File: src/logic/fpe_pkg.sv
package fpe_pkg;
  localparam int unsigned CLK_MHZ = 100;
  // Wait times in microseconds (the two totals in milliseconds), as printed.
  localparam int unsigned T_SWE_US = 10;
  localparam int unsigned T_PSU_US = 50;
  localparam int unsigned T_PPULSE_MIN_US = 150;
  localparam int unsigned T_PPULSE_MAX_US = 500;
  localparam int unsigned T_PCLR_US = 10;
  localparam int unsigned T_PV_SET_US = 4;
  localparam int unsigned T_DUMMY_US = 2;
  localparam int unsigned T_PV_CLR_US = 4;
  localparam int unsigned T_ESU_US = 200;
  localparam int unsigned T_EPULSE_MIN_US = 5000;
  localparam int unsigned T_EPULSE_MAX_US = 10000;
  localparam int unsigned T_ECLR_US = 10;
  localparam int unsigned T_EV_SET_US = 20;
  localparam int unsigned T_EV_CLR_US = 5;
  localparam int unsigned T_PROG_TOTAL_MS = 200;
  localparam int unsigned T_ERASE_TOTAL_MS = 1200;
  localparam int unsigned PROG_PASS_MAX = 403;
  localparam int unsigned ERASE_PASS_MAX = 120;
  localparam int unsigned PROG_SHORT_PASSES = 4;
  localparam int unsigned PROG_UNIT_BYTES = 32;
  // Cycles that the timer handshake adds to every loaded wait.
  localparam int unsigned C_STEP_LAG = 2;
  // Cycle counts: minimums round up (integer us times whole MHz are exact).
  localparam int unsigned C_SWE = T_SWE_US * CLK_MHZ;
  localparam int unsigned C_PSU = T_PSU_US * CLK_MHZ;
  localparam int unsigned C_PPULSE_MIN = T_PPULSE_MIN_US * CLK_MHZ;
  localparam int unsigned C_PPULSE_MAX = T_PPULSE_MAX_US * CLK_MHZ;
  localparam int unsigned C_PCLR = T_PCLR_US * CLK_MHZ;
  localparam int unsigned C_PV_SET = T_PV_SET_US * CLK_MHZ;
  localparam int unsigned C_DUMMY = T_DUMMY_US * CLK_MHZ;
  localparam int unsigned C_PV_CLR = T_PV_CLR_US * CLK_MHZ;
  localparam int unsigned C_ESU = T_ESU_US * CLK_MHZ;
  localparam int unsigned C_EPULSE_MIN = T_EPULSE_MIN_US * CLK_MHZ;
  localparam int unsigned C_EPULSE_MAX = T_EPULSE_MAX_US * CLK_MHZ;
  localparam int unsigned C_ECLR = T_ECLR_US * CLK_MHZ;
  localparam int unsigned C_EV_SET = T_EV_SET_US * CLK_MHZ;
  localparam int unsigned C_EV_CLR = T_EV_CLR_US * CLK_MHZ;
  localparam int unsigned C_PROG_TOTAL = T_PROG_TOTAL_MS * 1000 * CLK_MHZ;
  localparam int unsigned C_ERASE_TOTAL = T_ERASE_TOTAL_MS * 1000 * CLK_MHZ;
  // APB register offsets.
  localparam logic [7:0] REG_CTRL = 8'h00;
  localparam logic [7:0] REG_STATUS = 8'h04;
  localparam logic [7:0] REG_PPULSE = 8'h08;
  localparam logic [7:0] REG_EPULSE = 8'h0c;
  localparam logic [7:0] REG_PLIMIT = 8'h10;
  localparam logic [7:0] REG_ELIMIT = 8'h14;
  localparam logic [7:0] REG_PASSES = 8'h18;
  localparam logic [7:0] REG_MUXDATA = 8'h1c;
  // Control and status fields.
  localparam int unsigned CTRL_START_PROG = 0;
  localparam int unsigned CTRL_START_ERASE = 1;
  localparam int unsigned CTRL_ABORT = 2;
  localparam int unsigned ST_BUSY = 0;
  localparam int unsigned ST_DONE = 1;
  localparam int unsigned ST_FAIL = 2;
  localparam int unsigned ST_OVERTIME = 3;
  // Reset values of the pulse-width registers (microseconds) and of the pass-limit registers.
  localparam logic [31:0] RST_PPULSE = 32'h0000_01f4;
  localparam logic [31:0] RST_EPULSE = 32'h0000_2710;
  localparam logic [31:0] RST_PLIMIT = 32'h0000_0193;
  localparam logic [31:0] RST_ELIMIT = 32'h0000_0078;
  typedef enum logic [4:0] {
    FPE_IDLE, FPE_SWE, FPE_SETUP, FPE_PULSE, FPE_PCLR, FPE_SCLR,
    FPE_VSET, FPE_DUMMY, FPE_DWAIT, FPE_READ, FPE_VCLR, FPE_DONE
  } fpe_state_t;
endpackage : fpe_pkg

File: src/logic/fpe_sequencer.sv
// Local design decisions: the address map and register access over APB.
`timescale 1ns/1ns
module fpe_sequencer (
  input wire logic clk,
  input wire logic rstn,
  input wire logic psel,
  input wire logic penable,
  input wire logic pwrite,
  input wire logic [7:0] paddr,
  input wire logic [31:0] pwdata,
  output logic [31:0] prdata,
  output logic pready,
  output logic pslverr,
  output logic software_write_enable,
  output logic program_setup_bit,
  output logic program_pulse_bit,
  output logic program_verify_bit,
  output logic erase_setup_bit,
  output logic erase_pulse_bit,
  output logic erase_verify_bit,
  output logic dummy_write,
  output logic verify_read,
  input wire logic verify_ok
);
  localparam int unsigned TW = 28;
  fpe_pkg::fpe_state_t state;
  logic erase_mode;
  logic [31:0] ppulse_us;
  logic [31:0] epulse_us;
  logic [31:0] plimit;
  logic [31:0] elimit;
  logic [15:0] passes;
  logic [31:0] pulse_sum;
  logic busy, done_flag, fail_flag, overtime;
  logic [7:0] verify_data;
  logic tload;
  logic [TW-1:0] tcount;
  logic tdone;
  logic wr_acc, rd_acc;
  logic start_p, start_e, abort;
  logic [31:0] pulse_cyc;
  logic [31:0] sum_limit;
  logic [31:0] pass_limit;

  assign wr_acc = psel && penable && pwrite;
  assign rd_acc = psel && penable && !pwrite;
  assign start_p = wr_acc && paddr == fpe_pkg::REG_CTRL && pwdata[fpe_pkg::CTRL_START_PROG];
  assign start_e = wr_acc && paddr == fpe_pkg::REG_CTRL && pwdata[fpe_pkg::CTRL_START_ERASE];
  assign abort = wr_acc && paddr == fpe_pkg::REG_CTRL && pwdata[fpe_pkg::CTRL_ABORT];

  always_comb begin
    if (erase_mode) begin
      pulse_cyc = epulse_us * fpe_pkg::CLK_MHZ;
    end else if (passes < 16'(fpe_pkg::PROG_SHORT_PASSES)) begin
      pulse_cyc = fpe_pkg::C_PPULSE_MIN;
    end else begin
      pulse_cyc = ppulse_us * fpe_pkg::CLK_MHZ;
    end
  end
  assign sum_limit = erase_mode ? fpe_pkg::C_ERASE_TOTAL : fpe_pkg::C_PROG_TOTAL;
  assign pass_limit = erase_mode ? elimit : plimit;

  fpe_timer #(.W(TW)) u_timer (
    .clk(clk),
    .rstn(rstn),
    .load(tload),
    .count(tcount),
    .done(tdone)
  );

  // APB slave: single-cycle access phase, unmapped reads as zero, pslverr only for addresses above REG_MUXDATA.
  always_ff @(posedge clk or negedge rstn) begin
    if (!rstn) begin
      pready <= 1'b0;
      pslverr <= 1'b0;
      prdata <= '0;
    end else begin
      pready <= psel && !penable;
      pslverr <= psel && !penable && paddr > fpe_pkg::REG_MUXDATA;
      if (psel && !penable && !pwrite) begin
        unique case (paddr)
          fpe_pkg::REG_STATUS: prdata <= {28'h0000000, overtime, fail_flag, done_flag, busy};
          fpe_pkg::REG_PPULSE: prdata <= ppulse_us;
          fpe_pkg::REG_EPULSE: prdata <= epulse_us;
          fpe_pkg::REG_PLIMIT: prdata <= plimit;
          fpe_pkg::REG_ELIMIT: prdata <= elimit;
          fpe_pkg::REG_PASSES: prdata <= {16'h0000, passes};
          fpe_pkg::REG_MUXDATA: prdata <= {24'h000000, verify_data};
          default: prdata <= '0;
        endcase
      end
    end
  end

  // Settings clamp to the legal window, so software cannot break pulse timing.
  always_ff @(posedge clk or negedge rstn) begin
    if (!rstn) begin
      ppulse_us <= fpe_pkg::RST_PPULSE;
      epulse_us <= fpe_pkg::RST_EPULSE;
      plimit <= fpe_pkg::RST_PLIMIT;
      elimit <= fpe_pkg::RST_ELIMIT;
    end else if (wr_acc && !busy) begin
      if (paddr == fpe_pkg::REG_PPULSE) begin
        ppulse_us <= pwdata < fpe_pkg::T_PPULSE_MIN_US ? fpe_pkg::T_PPULSE_MIN_US :
                     pwdata > fpe_pkg::T_PPULSE_MAX_US ? fpe_pkg::T_PPULSE_MAX_US : pwdata;
      end
      if (paddr == fpe_pkg::REG_EPULSE) begin
        epulse_us <= pwdata < fpe_pkg::T_EPULSE_MIN_US ? fpe_pkg::T_EPULSE_MIN_US :
                     pwdata > fpe_pkg::T_EPULSE_MAX_US ? fpe_pkg::T_EPULSE_MAX_US : pwdata;
      end
      if (paddr == fpe_pkg::REG_PLIMIT) begin
        plimit <= pwdata > fpe_pkg::PROG_PASS_MAX ? fpe_pkg::PROG_PASS_MAX : pwdata;
      end
      if (paddr == fpe_pkg::REG_ELIMIT) begin
        elimit <= pwdata > fpe_pkg::ERASE_PASS_MAX ? fpe_pkg::ERASE_PASS_MAX : pwdata;
      end
    end
  end

  // Main sequence; every wait is a timer load followed by tdone.
  always_ff @(posedge clk or negedge rstn) begin
    if (!rstn) begin
      state <= fpe_pkg::FPE_IDLE;
      erase_mode <= 1'b0;
      busy <= 1'b0;
      done_flag <= 1'b0;
      fail_flag <= 1'b0;
      overtime <= 1'b0;
      passes <= '0;
      pulse_sum <= '0;
      tload <= 1'b0;
      tcount <= '0;
      software_write_enable <= 1'b0;
      program_setup_bit <= 1'b0;
      program_pulse_bit <= 1'b0;
      program_verify_bit <= 1'b0;
      erase_setup_bit <= 1'b0;
      erase_pulse_bit <= 1'b0;
      erase_verify_bit <= 1'b0;
      dummy_write <= 1'b0;
      verify_read <= 1'b0;
      verify_data <= '0;
    end else begin
      tload <= 1'b0;
      dummy_write <= 1'b0;
      verify_read <= 1'b0;
      if (abort && busy) begin
        state <= fpe_pkg::FPE_DONE;
        fail_flag <= 1'b1;
        program_setup_bit <= 1'b0;
        program_pulse_bit <= 1'b0;
        program_verify_bit <= 1'b0;
        erase_setup_bit <= 1'b0;
        erase_pulse_bit <= 1'b0;
        erase_verify_bit <= 1'b0;
      end else begin
        unique case (state)
          fpe_pkg::FPE_IDLE: begin
            if (start_p || start_e) begin
              erase_mode <= start_e && !start_p;
              busy <= 1'b1;
              done_flag <= 1'b0;
              fail_flag <= 1'b0;
              overtime <= 1'b0;
              passes <= '0;
              pulse_sum <= '0;
              software_write_enable <= 1'b1;
              tload <= 1'b1;
              tcount <= TW'(fpe_pkg::C_SWE);
              state <= fpe_pkg::FPE_SWE;
            end
          end
          fpe_pkg::FPE_SWE: begin
            if (tdone) begin
              program_setup_bit <= !erase_mode;
              erase_setup_bit <= erase_mode;
              tload <= 1'b1;
              tcount <= erase_mode ? TW'(fpe_pkg::C_ESU) : TW'(fpe_pkg::C_PSU);
              state <= fpe_pkg::FPE_SETUP;
            end
          end
          fpe_pkg::FPE_SETUP: begin
            if (tdone) begin
              program_pulse_bit <= !erase_mode;
              erase_pulse_bit <= erase_mode;
              tload <= 1'b1;
              // pulse from counter
              // The handshake lag is taken off here, so a pulse at the maximum stays legal.
              tcount <= TW'(pulse_cyc - fpe_pkg::C_STEP_LAG);
              pulse_sum <= pulse_sum + pulse_cyc;
              passes <= passes + 16'h0001;
              state <= fpe_pkg::FPE_PULSE;
            end
          end
          fpe_pkg::FPE_PULSE: begin
            if (tdone) begin
              program_pulse_bit <= 1'b0;
              erase_pulse_bit <= 1'b0;
              tload <= 1'b1;
              tcount <= erase_mode ? TW'(fpe_pkg::C_ECLR) : TW'(fpe_pkg::C_PCLR);
              state <= fpe_pkg::FPE_PCLR;
            end
          end
          fpe_pkg::FPE_PCLR: begin
            if (tdone) begin
              program_setup_bit <= 1'b0;
              erase_setup_bit <= 1'b0;
              tload <= 1'b1;
              tcount <= erase_mode ? TW'(fpe_pkg::C_ECLR) : TW'(fpe_pkg::C_PCLR);
              state <= fpe_pkg::FPE_SCLR;
            end
          end
          fpe_pkg::FPE_SCLR: begin
            if (tdone) begin
              program_verify_bit <= !erase_mode;
              erase_verify_bit <= erase_mode;
              tload <= 1'b1;
              tcount <= erase_mode ? TW'(fpe_pkg::C_EV_SET) : TW'(fpe_pkg::C_PV_SET);
              state <= fpe_pkg::FPE_VSET;
            end
          end
          fpe_pkg::FPE_VSET: begin
            if (tdone) begin
              dummy_write <= 1'b1;
              state <= fpe_pkg::FPE_DUMMY;
            end
          end
          fpe_pkg::FPE_DUMMY: begin
            tload <= 1'b1;
            tcount <= TW'(fpe_pkg::C_DUMMY);
            state <= fpe_pkg::FPE_DWAIT;
          end
          fpe_pkg::FPE_DWAIT: begin
            if (tdone) begin
              verify_read <= 1'b1;
              state <= fpe_pkg::FPE_READ;
            end
          end
          fpe_pkg::FPE_READ: begin
            verify_data <= {7'h00, verify_ok};
            done_flag <= verify_ok;
            program_verify_bit <= 1'b0;
            erase_verify_bit <= 1'b0;
            tload <= 1'b1;
            tcount <= erase_mode ? TW'(fpe_pkg::C_EV_CLR) : TW'(fpe_pkg::C_PV_CLR);
            state <= fpe_pkg::FPE_VCLR;
          end
          fpe_pkg::FPE_VCLR: begin
            if (tdone) begin
              if (done_flag) begin
                state <= fpe_pkg::FPE_DONE;
              end else if (32'(passes) >= pass_limit) begin
                fail_flag <= 1'b1;
                state <= fpe_pkg::FPE_DONE;
              end else if (pulse_sum + pulse_cyc > sum_limit) begin
                fail_flag <= 1'b1;
                overtime <= 1'b1;
                state <= fpe_pkg::FPE_DONE;
              end else begin
                program_setup_bit <= !erase_mode;
                erase_setup_bit <= erase_mode;
                tload <= 1'b1;
                tcount <= erase_mode ? TW'(fpe_pkg::C_ESU) : TW'(fpe_pkg::C_PSU);
                state <= fpe_pkg::FPE_SETUP;
              end
            end
          end
          fpe_pkg::FPE_DONE: begin
            software_write_enable <= 1'b0;
            busy <= 1'b0;
            state <= fpe_pkg::FPE_IDLE;
          end
          default: state <= fpe_pkg::FPE_IDLE;
        endcase
      end
    end
  end
endmodule : fpe_sequencer

File: src/logic/fpe_timer.sv
`timescale 1ns/1ns
// Down counter; done pulses for one cycle as the loaded count reaches zero.
module fpe_timer #(
  parameter int unsigned W = 28
) (
  input wire logic clk,
  input wire logic rstn,
  input wire logic load,
  input wire logic [W-1:0] count,
  output logic done
);
  logic [W-1:0] remain;
  logic running;
  always_ff @(posedge clk or negedge rstn) begin
    if (!rstn) begin
      remain <= '0;
      running <= 1'b0;
      done <= 1'b0;
    end else if (load) begin
      remain <= count;
      running <= 1'b1;
      done <= 1'b0;
    end else if (running) begin
      remain <= remain - W'(1);
      done <= (remain <= W'(1));
      running <= (remain > W'(1));
    end else begin
      done <= 1'b0;
    end
  end
endmodule : fpe_timer

File: config.mk
export PLATFORM = sky130hd
export DESIGN_NAME = fpe_sequencer
export DESIGN_NICKNAME = d
export VERILOG_FILES = /design/src/logic/fpe_pkg.sv /design/src/logic/fpe_sequencer.sv /design/src/logic/fpe_timer.sv
export SDC_FILE = /design/constraint.sdc
export NUM_CORES = 1
export LEC_CHECK = 0
export BUFFER_PORTS_ARGS = -buffer_cell sky130_fd_sc_hd__buf_2
export CORE_ASPECT_RATIO = 1.2
export CORE_MARGIN = 8
export CORE_UTILIZATION = 34
export DETAILED_ROUTE_END_ITERATION = 16
export GPL_TIMING_DRIVEN = 0
export SETUP_SLACK_MARGIN = 0.4
export SYNTH_ARGS = -nofsm -noshare
export SYNTH_HDL_FRONTEND = slang
export SYNTH_SLANG_ARGS = --single-unit
File: constraint.sdc
create_clock -name clk -period 11.6 [get_ports clk]
set_input_delay 1.16 -clock clk [delete_from_list [all_inputs] [get_ports clk]]
set_output_delay 1.16 -clock clk [all_outputs]
set_load 0.03 [all_outputs]
# Yosys cells after proc, flatten, opt, wreduce, memory -nomap -nowiden
# Cells that the tools add are included.
# W data, S select, Z words.
# op_classes
add_sub_neg,4
multipliers,2
n_lt_le_gt_ge,12
eq_ne,41
n_mux,99
n_bitwise,1
reduce_logical,49
# op_table
operator,count
$mux W32,11
$mux W28,11
$pmux W28 S8,1
$pmux W32 S7,1
$gt A32 B9 Y1 const B,2
$mul A32 B5 Y30 const B,2
$pmux W32 S2,1
$pmux W5 S11,1
$mux W5,10
$mux W1,42
$add A32 B32 Y32,1
$eq A8 B5 Y1 const B,4
$ge A16 B32 Y1,1
$gt A32 B14 Y1 const B,1
$gt A32 B27 Y1,1
$gt A32 B7 Y1 const B,1
$lt A32 B13 Y1 const B,1
$lt A32 B8 Y1 const B,1
$mux W16,2
$pmux W16 S2,1
$gt A28 B1 Y1 const B,1
$le A28 B1 Y1 const B,1
$sub A28 B1 Y28 const B,1
$sub A28 B2 Y28 const B,1
41 further kinds,108
# totals
ff_bits,288

# Longest topological paths before layout
# depth
depth_word,11
mapped_depth,36
depth_no_buf,33

# By module
# Synthesis repeated with hierarchy kept, for this count alone.
# unflattened
hier_cells,2358
hier_area_um2,21291.7
# modules_own_cells
module,instances,cells_per_inst,area_per_inst_um2,seq_area_each_um2
fpe_sequencer,1,2168,19563.8,6381.1
fpe_timer,1,190,1727.9,750.7

# Worst setup path after synthesis
# OpenSTA, ideal clock, no wires.
# synth_timing
kind,register to register
startpoint,register epulse_us[4]
endpoint,register tcount[11]
setup_ns,0.125
arrival_ns,7.126
slack_ns,4.349
stages_incl_launch_ff,36
n_path_buf,2
period_less_slack_ns,7.251
path_cell_list,dfstp_2 > ha_1 > ha_1 > inv_1 > fa_1 > inv_1 > ha_1 > o21ai_1 > a21oi_1 > or4_1 > a311o_1 > xor2_1 > a22oi_1 > inv_1 > ha_1 > clkbuf_1 > and4_1 > nand3_1 > inv_1 > a211oi_1 > a21boi_0 > o21ai_0 > nand2b_1 > a21oi_1 > xnor2_1 > ha_1 > nand2_1 > nor3_1 > a211oi_1 > o211ai_1 > and4b_1 > a211oi_2 > nor4b_2 > o21ai_4 > buf_6 > mux2_4
# synth_between
elab_chain_cells,6
word_cells_on_any_way,9
cone_classes,add/sub: 2; mul: 1; order compare: 1; eq/ne: 1; mux: 3; reduce/logical: 1
# synth_lines
element,line_no,text
from (decl),fpe_sequencer.sv:29,logic [31:0] epulse_us;
from (signal assigned),fpe_sequencer.sv:99,epulse_us <= fpe_pkg::RST_EPULSE;
from (signal assigned),fpe_sequencer.sv:108,epulse_us <= pwdata < fpe_pkg::T_EPULSE_MIN_US ? fpe_pkg::T_EPULSE_MIN_US :
$mul A32 B5 Y30 (*),fpe_sequencer.sv:53,pulse_cyc = epulse_us * fpe_pkg::CLK_MHZ;
$mux W32 (*),fpe_sequencer.sv:52,if (erase_mode) begin
$add A32 B32 Y32,fpe_sequencer.sv:255,end else if (pulse_sum + pulse_cyc > sum_limit) begin
$gt A32 B27 Y1,fpe_sequencer.sv:255,
$ne A2 B2 Y1 (no line),--,
$reduce_and A11 Y1 (no line),--,
to (signal assigned),fpe_sequencer.sv:230,tcount <= TW'(fpe_pkg::C_DUMMY);
to (signal assigned),fpe_sequencer.sv:245,tcount <= erase_mode ? TW'(fpe_pkg::C_EV_CLR) : TW'(fpe_pkg::C_PV_CLR);
to (signal assigned),fpe_sequencer.sv:263,tcount <= erase_mode ? TW'(fpe_pkg::C_ESU) : TW'(fpe_pkg::C_PSU);
to (decl),fpe_sequencer.sv:37,logic [TW-1:0] tcount;
# Every way passes the cells marked *; elsewhere a longest branch is shown, timed or not. The select of a mux whose other input is x is not followed.
# A chain may end at the register's enable or synchronous reset.

# Final worst setup path
# layout_timing
startpoint,register ppulse_us[4]
endpoint,register tcount[11]
# layout_between
elab_chain_cells,7
word_cells_on_any_way,10
cone_classes,add/sub: 2; mul: 1; order compare: 1; eq/ne: 1; mux: 4; reduce/logical: 1
# layout_lines
element,line_no,text
from (decl),fpe_sequencer.sv:28,logic [31:0] ppulse_us;
from (signal assigned),fpe_sequencer.sv:98,ppulse_us <= fpe_pkg::RST_PPULSE;
from (signal assigned),fpe_sequencer.sv:104,ppulse_us <= pwdata < fpe_pkg::T_PPULSE_MIN_US ? fpe_pkg::T_PPULSE_MIN_US :
$mul A32 B5 Y30 (*),fpe_sequencer.sv:57,pulse_cyc = ppulse_us * fpe_pkg::CLK_MHZ;
$mux W32 (*),fpe_sequencer.sv:54,end else if (passes < 16'(fpe_pkg::PROG_SHORT_PASSES)) begin
$mux W32 (*),fpe_sequencer.sv:52,
$add A32 B32 Y32,fpe_sequencer.sv:255,
$gt A32 B27 Y1,fpe_sequencer.sv:255,
$ne A2 B2 Y1 (no line),--,
$reduce_and A11 Y1 (no line),--,
# Marks and branches as above.

==> results.yml <==
cts:
  insertion_delay_ns: 0.54
  cts_resized: 0
  cts_tree: "built"
  clock_sinks: 284
  clkTransAtPathRegs_ns: 0.06
  cts_hold_buffers: 0
  htree_num_levels: 2
  cts_setup_buffers: 0
  clockBufferDepth: 3
  root_buffer: "clkbuf_16"
  numCtsBuffers: 34
sta:
  setup_violations: 0
  fin_tns_setup_ns: 0
  period_share_pct: 77.4
  finalWorstSetupSlack_ns: 2.62
  post-route-min-period_ns: 8.98
  fin_skew_ns: 0.0185
  slew_headroom_pct: 20.0
  final_max_slew_viol_count: 0
  rsz0062_at_grt: "no"
  whs_ns: 0.479
  tightest_slew_ns: 1.20
  fmax_mhz: 111
  hold_violations: 0
worst_setup_path:
  critPathKind: "register to register"
  cp-end-kind: "register"
  start_kind: "register"
  worst-endpoint-required_ns: 12.01
  crit_top_cell: "ha_1"
  crit_path_max_incr_delay_ns: 0.61
  crit_slowest_cell: "dfstp_2"
  worst-path-max-fanout: 10
  cp.arrival_ns: 9.40
worst_hold_path:
  hp-class: "register to register"
floorplanning:
  pin_count: 89
  rows: 101
  die_area_um2: 71400
  fp.dieW_um: 245
  die_h_um: 291
  core_area_um2: 62800
  start_util_pct: 34.2
yosys:
  ys_types: 94
  yosysMostFrequentCell: "dfrtp_1"
  synth-seq-cells: 284
  syn-cell-area_um2: 21500
  synth_top_area_share_pct: 30.8
  synth_ff_type: "dfrtp_1"
  synth_fp_nets: 2696
  yosysTopAreaCell: "dfrtp_1"
  syn_area_per_cell_um2: 8.98
  synth_edf_count: 0
  synth_area_leaders: "dfrtp_1, ha_1, fa_1, inv_1, nand2_1"
  ys_seq_area_share_pct: 33.2
  syn_inst: 2388
  synth_common_cells: "dfrtp_1, inv_1, nand2_1"
  yosys_warnings: 0
  async_flop_share_pct: 100
route:
  totalWireLength_um: 65300
  drt-initial-drc-count: 1516
  antenna_left: 0
  num_vias: 18516
  first_pass_iters: 9
  wire_per_inst_um: 19.5
  detail_route.vias_per_cell: 5.52
  drc: 0
layout:
  postLayoutCellArea_um2: 24100
  final-instance-count-excl-fill: 3355
  layout-drive-gt1-share_pct: 8.46
  layout.nets: 2817
  utilization_pct: 38.3
  syn2layout_area_growth_pct: 12.1
  num-fill-cells: 6279
global_route:
  grt_pass1_wl_um: 103000
  grt_start_max_net_pins: 115
  grt_use_total_pct: 17.8
  grt_overflow: 0
  antenna_found_initial: 1
  grt_pass1_vias: 18296
power_and_ir_drop:
  powerDensity_nw_per_um2: 141
  power.total_mw: 3.38
  switching_share_pct: 36.3
  p_clk_share_pct: 31.2
  ir_drop_v: 0.0000789
  power.switching_mw: 1.23
  internal_power_mw: 2.15
  power_frac_seq_pct: 33.6
  combPwrFrac_pct: 35.2
  p_leak_nw: 11.9
placed_design:
  dp_hpwl_um: 51500
  io_buffers: 81
  place_area_um2: 23000
  dp_slack_ns: 2.68
  routabilityCongestion: 0.892
  dp.cells: 3297
outcome:
  status: "finished clean"
flow_run:
  maxCapViolCount: 0
-- layout make-up --
class | count | area (µm²) | area share (%)
repair buffers | 85 | 483 | 2.01
clock buffers | 49 | 1010 | 4.19
plain buffers | 105 | 418 | 1.74
well taps | 824 | 1030 | 4.29
diodes | 1 | 2.50 | 0.0104
multi-input cells | 1742 | 12900 | 53.8
clock inverters | 8 | 68.8 | 0.286
flip-flops and latches | 284 | 7130 | 29.6
inverters | 257 | 965 | 4.01
-- routing by layer --
layer / up-vias / wire [µm] / global-route usage, %
met2: 553 / 31900 / 30.3
li1: 8686 / - / -
met1: 9163 / 27900 / 23.1
met3: 114 / 3450 / 2.43
met5: - / 0 / 0
met4: 0 / 2020 / 5.99
-- critical path, delay by kind of cell (launching register included) --
family	cells	cell delay [ns]
XOR/XNOR	2	0.35
AND/OR/NAND/NOR	8	1.17
buffers and inverters	3	0.30
flip-flops	1	0.61
AO/OA/AOI/OAI	14	3.96
multiplexers	1	0.30
adder cells (fa/ha/maj)	6	2.14
-- cells by family (layout without fill, tap and decap cells) --
| logic type | count (synthesis) | after routing | share of synthesized area, % |
|---|---|---|---|
| compound gates | 579 | 579 | 19.3 |
| simple gates | 742 | 742 | 17.1 |
| fa+ha+maj | 262 | 262 | 17.0 |
| xor+xnor | 123 | 123 | 5.02 |
| flops | 284 | 284 | 33.2 |
| buf+inv | 362 | 504 | 6.44 |
| mux | 36 | 36 | 1.88 |
| other cells | 0 | 1 | 0 |
-- cells in the final DEF (no fill, tap or decap), types with 23 or more instances in the layout --
cell type  Yosys  layout
a21o_1        42      42
a21oi_1      104     104
a222oi_1      28      28
a22o_1        70      70
a22oi_1       29      29
and2_1        40      40
buf_2          7      88
clkbuf_1      87      93
clkbuf_16      0      35
dfrtp_1      264     264
fa_1          49      49
ha_1         213     213
inv_1        256     256
nand2_1      225     225
nand2b_1      31      31
nand3_1       50      50
nand4_1       23      23
nor2_1       158     158
nor2b_1       46      46
nor3_1        53      53
nor4_1        35      34
o21ai_0      107     107
xnor2_1       82      82
xor2_1        41      41
-- power groups by stage --
stage	combinational, mW	sequential, mW	clock [mW]
floorplan	0.850	1.15	0
global placement	1.16	1.15	0
detailed placement	1.19	1.15	0
CTS	1.19	1.14	1.08
global route	1.32	1.14	1.12
finish	1.19	1.14	1.06
-- worst paths after layout --
kind,startpoint,endpoint,slack [ns],depth (start not counted)
setup / recovery,ppulse_us[4]$_DFFE_PN1P_,tcount[11]$_DFFE_PN0P_,2.62,34
hold / removal,pulse_sum[12]$_DFFE_PN0P_,pulse_sum[12]$_DFFE_PN0P_,0.48,2
setup reg to reg,ppulse_us[4]$_DFFE_PN1P_,tcount[11]$_DFFE_PN0P_,2.62,34
hold reg to reg,pulse_sum[12]$_DFFE_PN0P_,pulse_sum[12]$_DFFE_PN0P_,0.48,2
max in group asynchronous,rstn,prdata[26]$_DFFE_PN0P_,10.01,2
min in group asynchronous,rstn,state[1]$_DFFE_PN0P_,0.57,1
-- state kept, by name, summed over array words and instances (netlist names), 4 cells and up --
| signal | flops |
|---|---|
| u_timer.remain | 28 |
| plimit | 32 |
| pulse_sum | 30 |
| ppulse_us | 32 |
| tcount | 27 |
| epulse_us | 32 |
| prdata | 32 |
| elimit | 32 |
| state | 4 |
| passes | 16 |
Power figures use the tool's default switching activity.
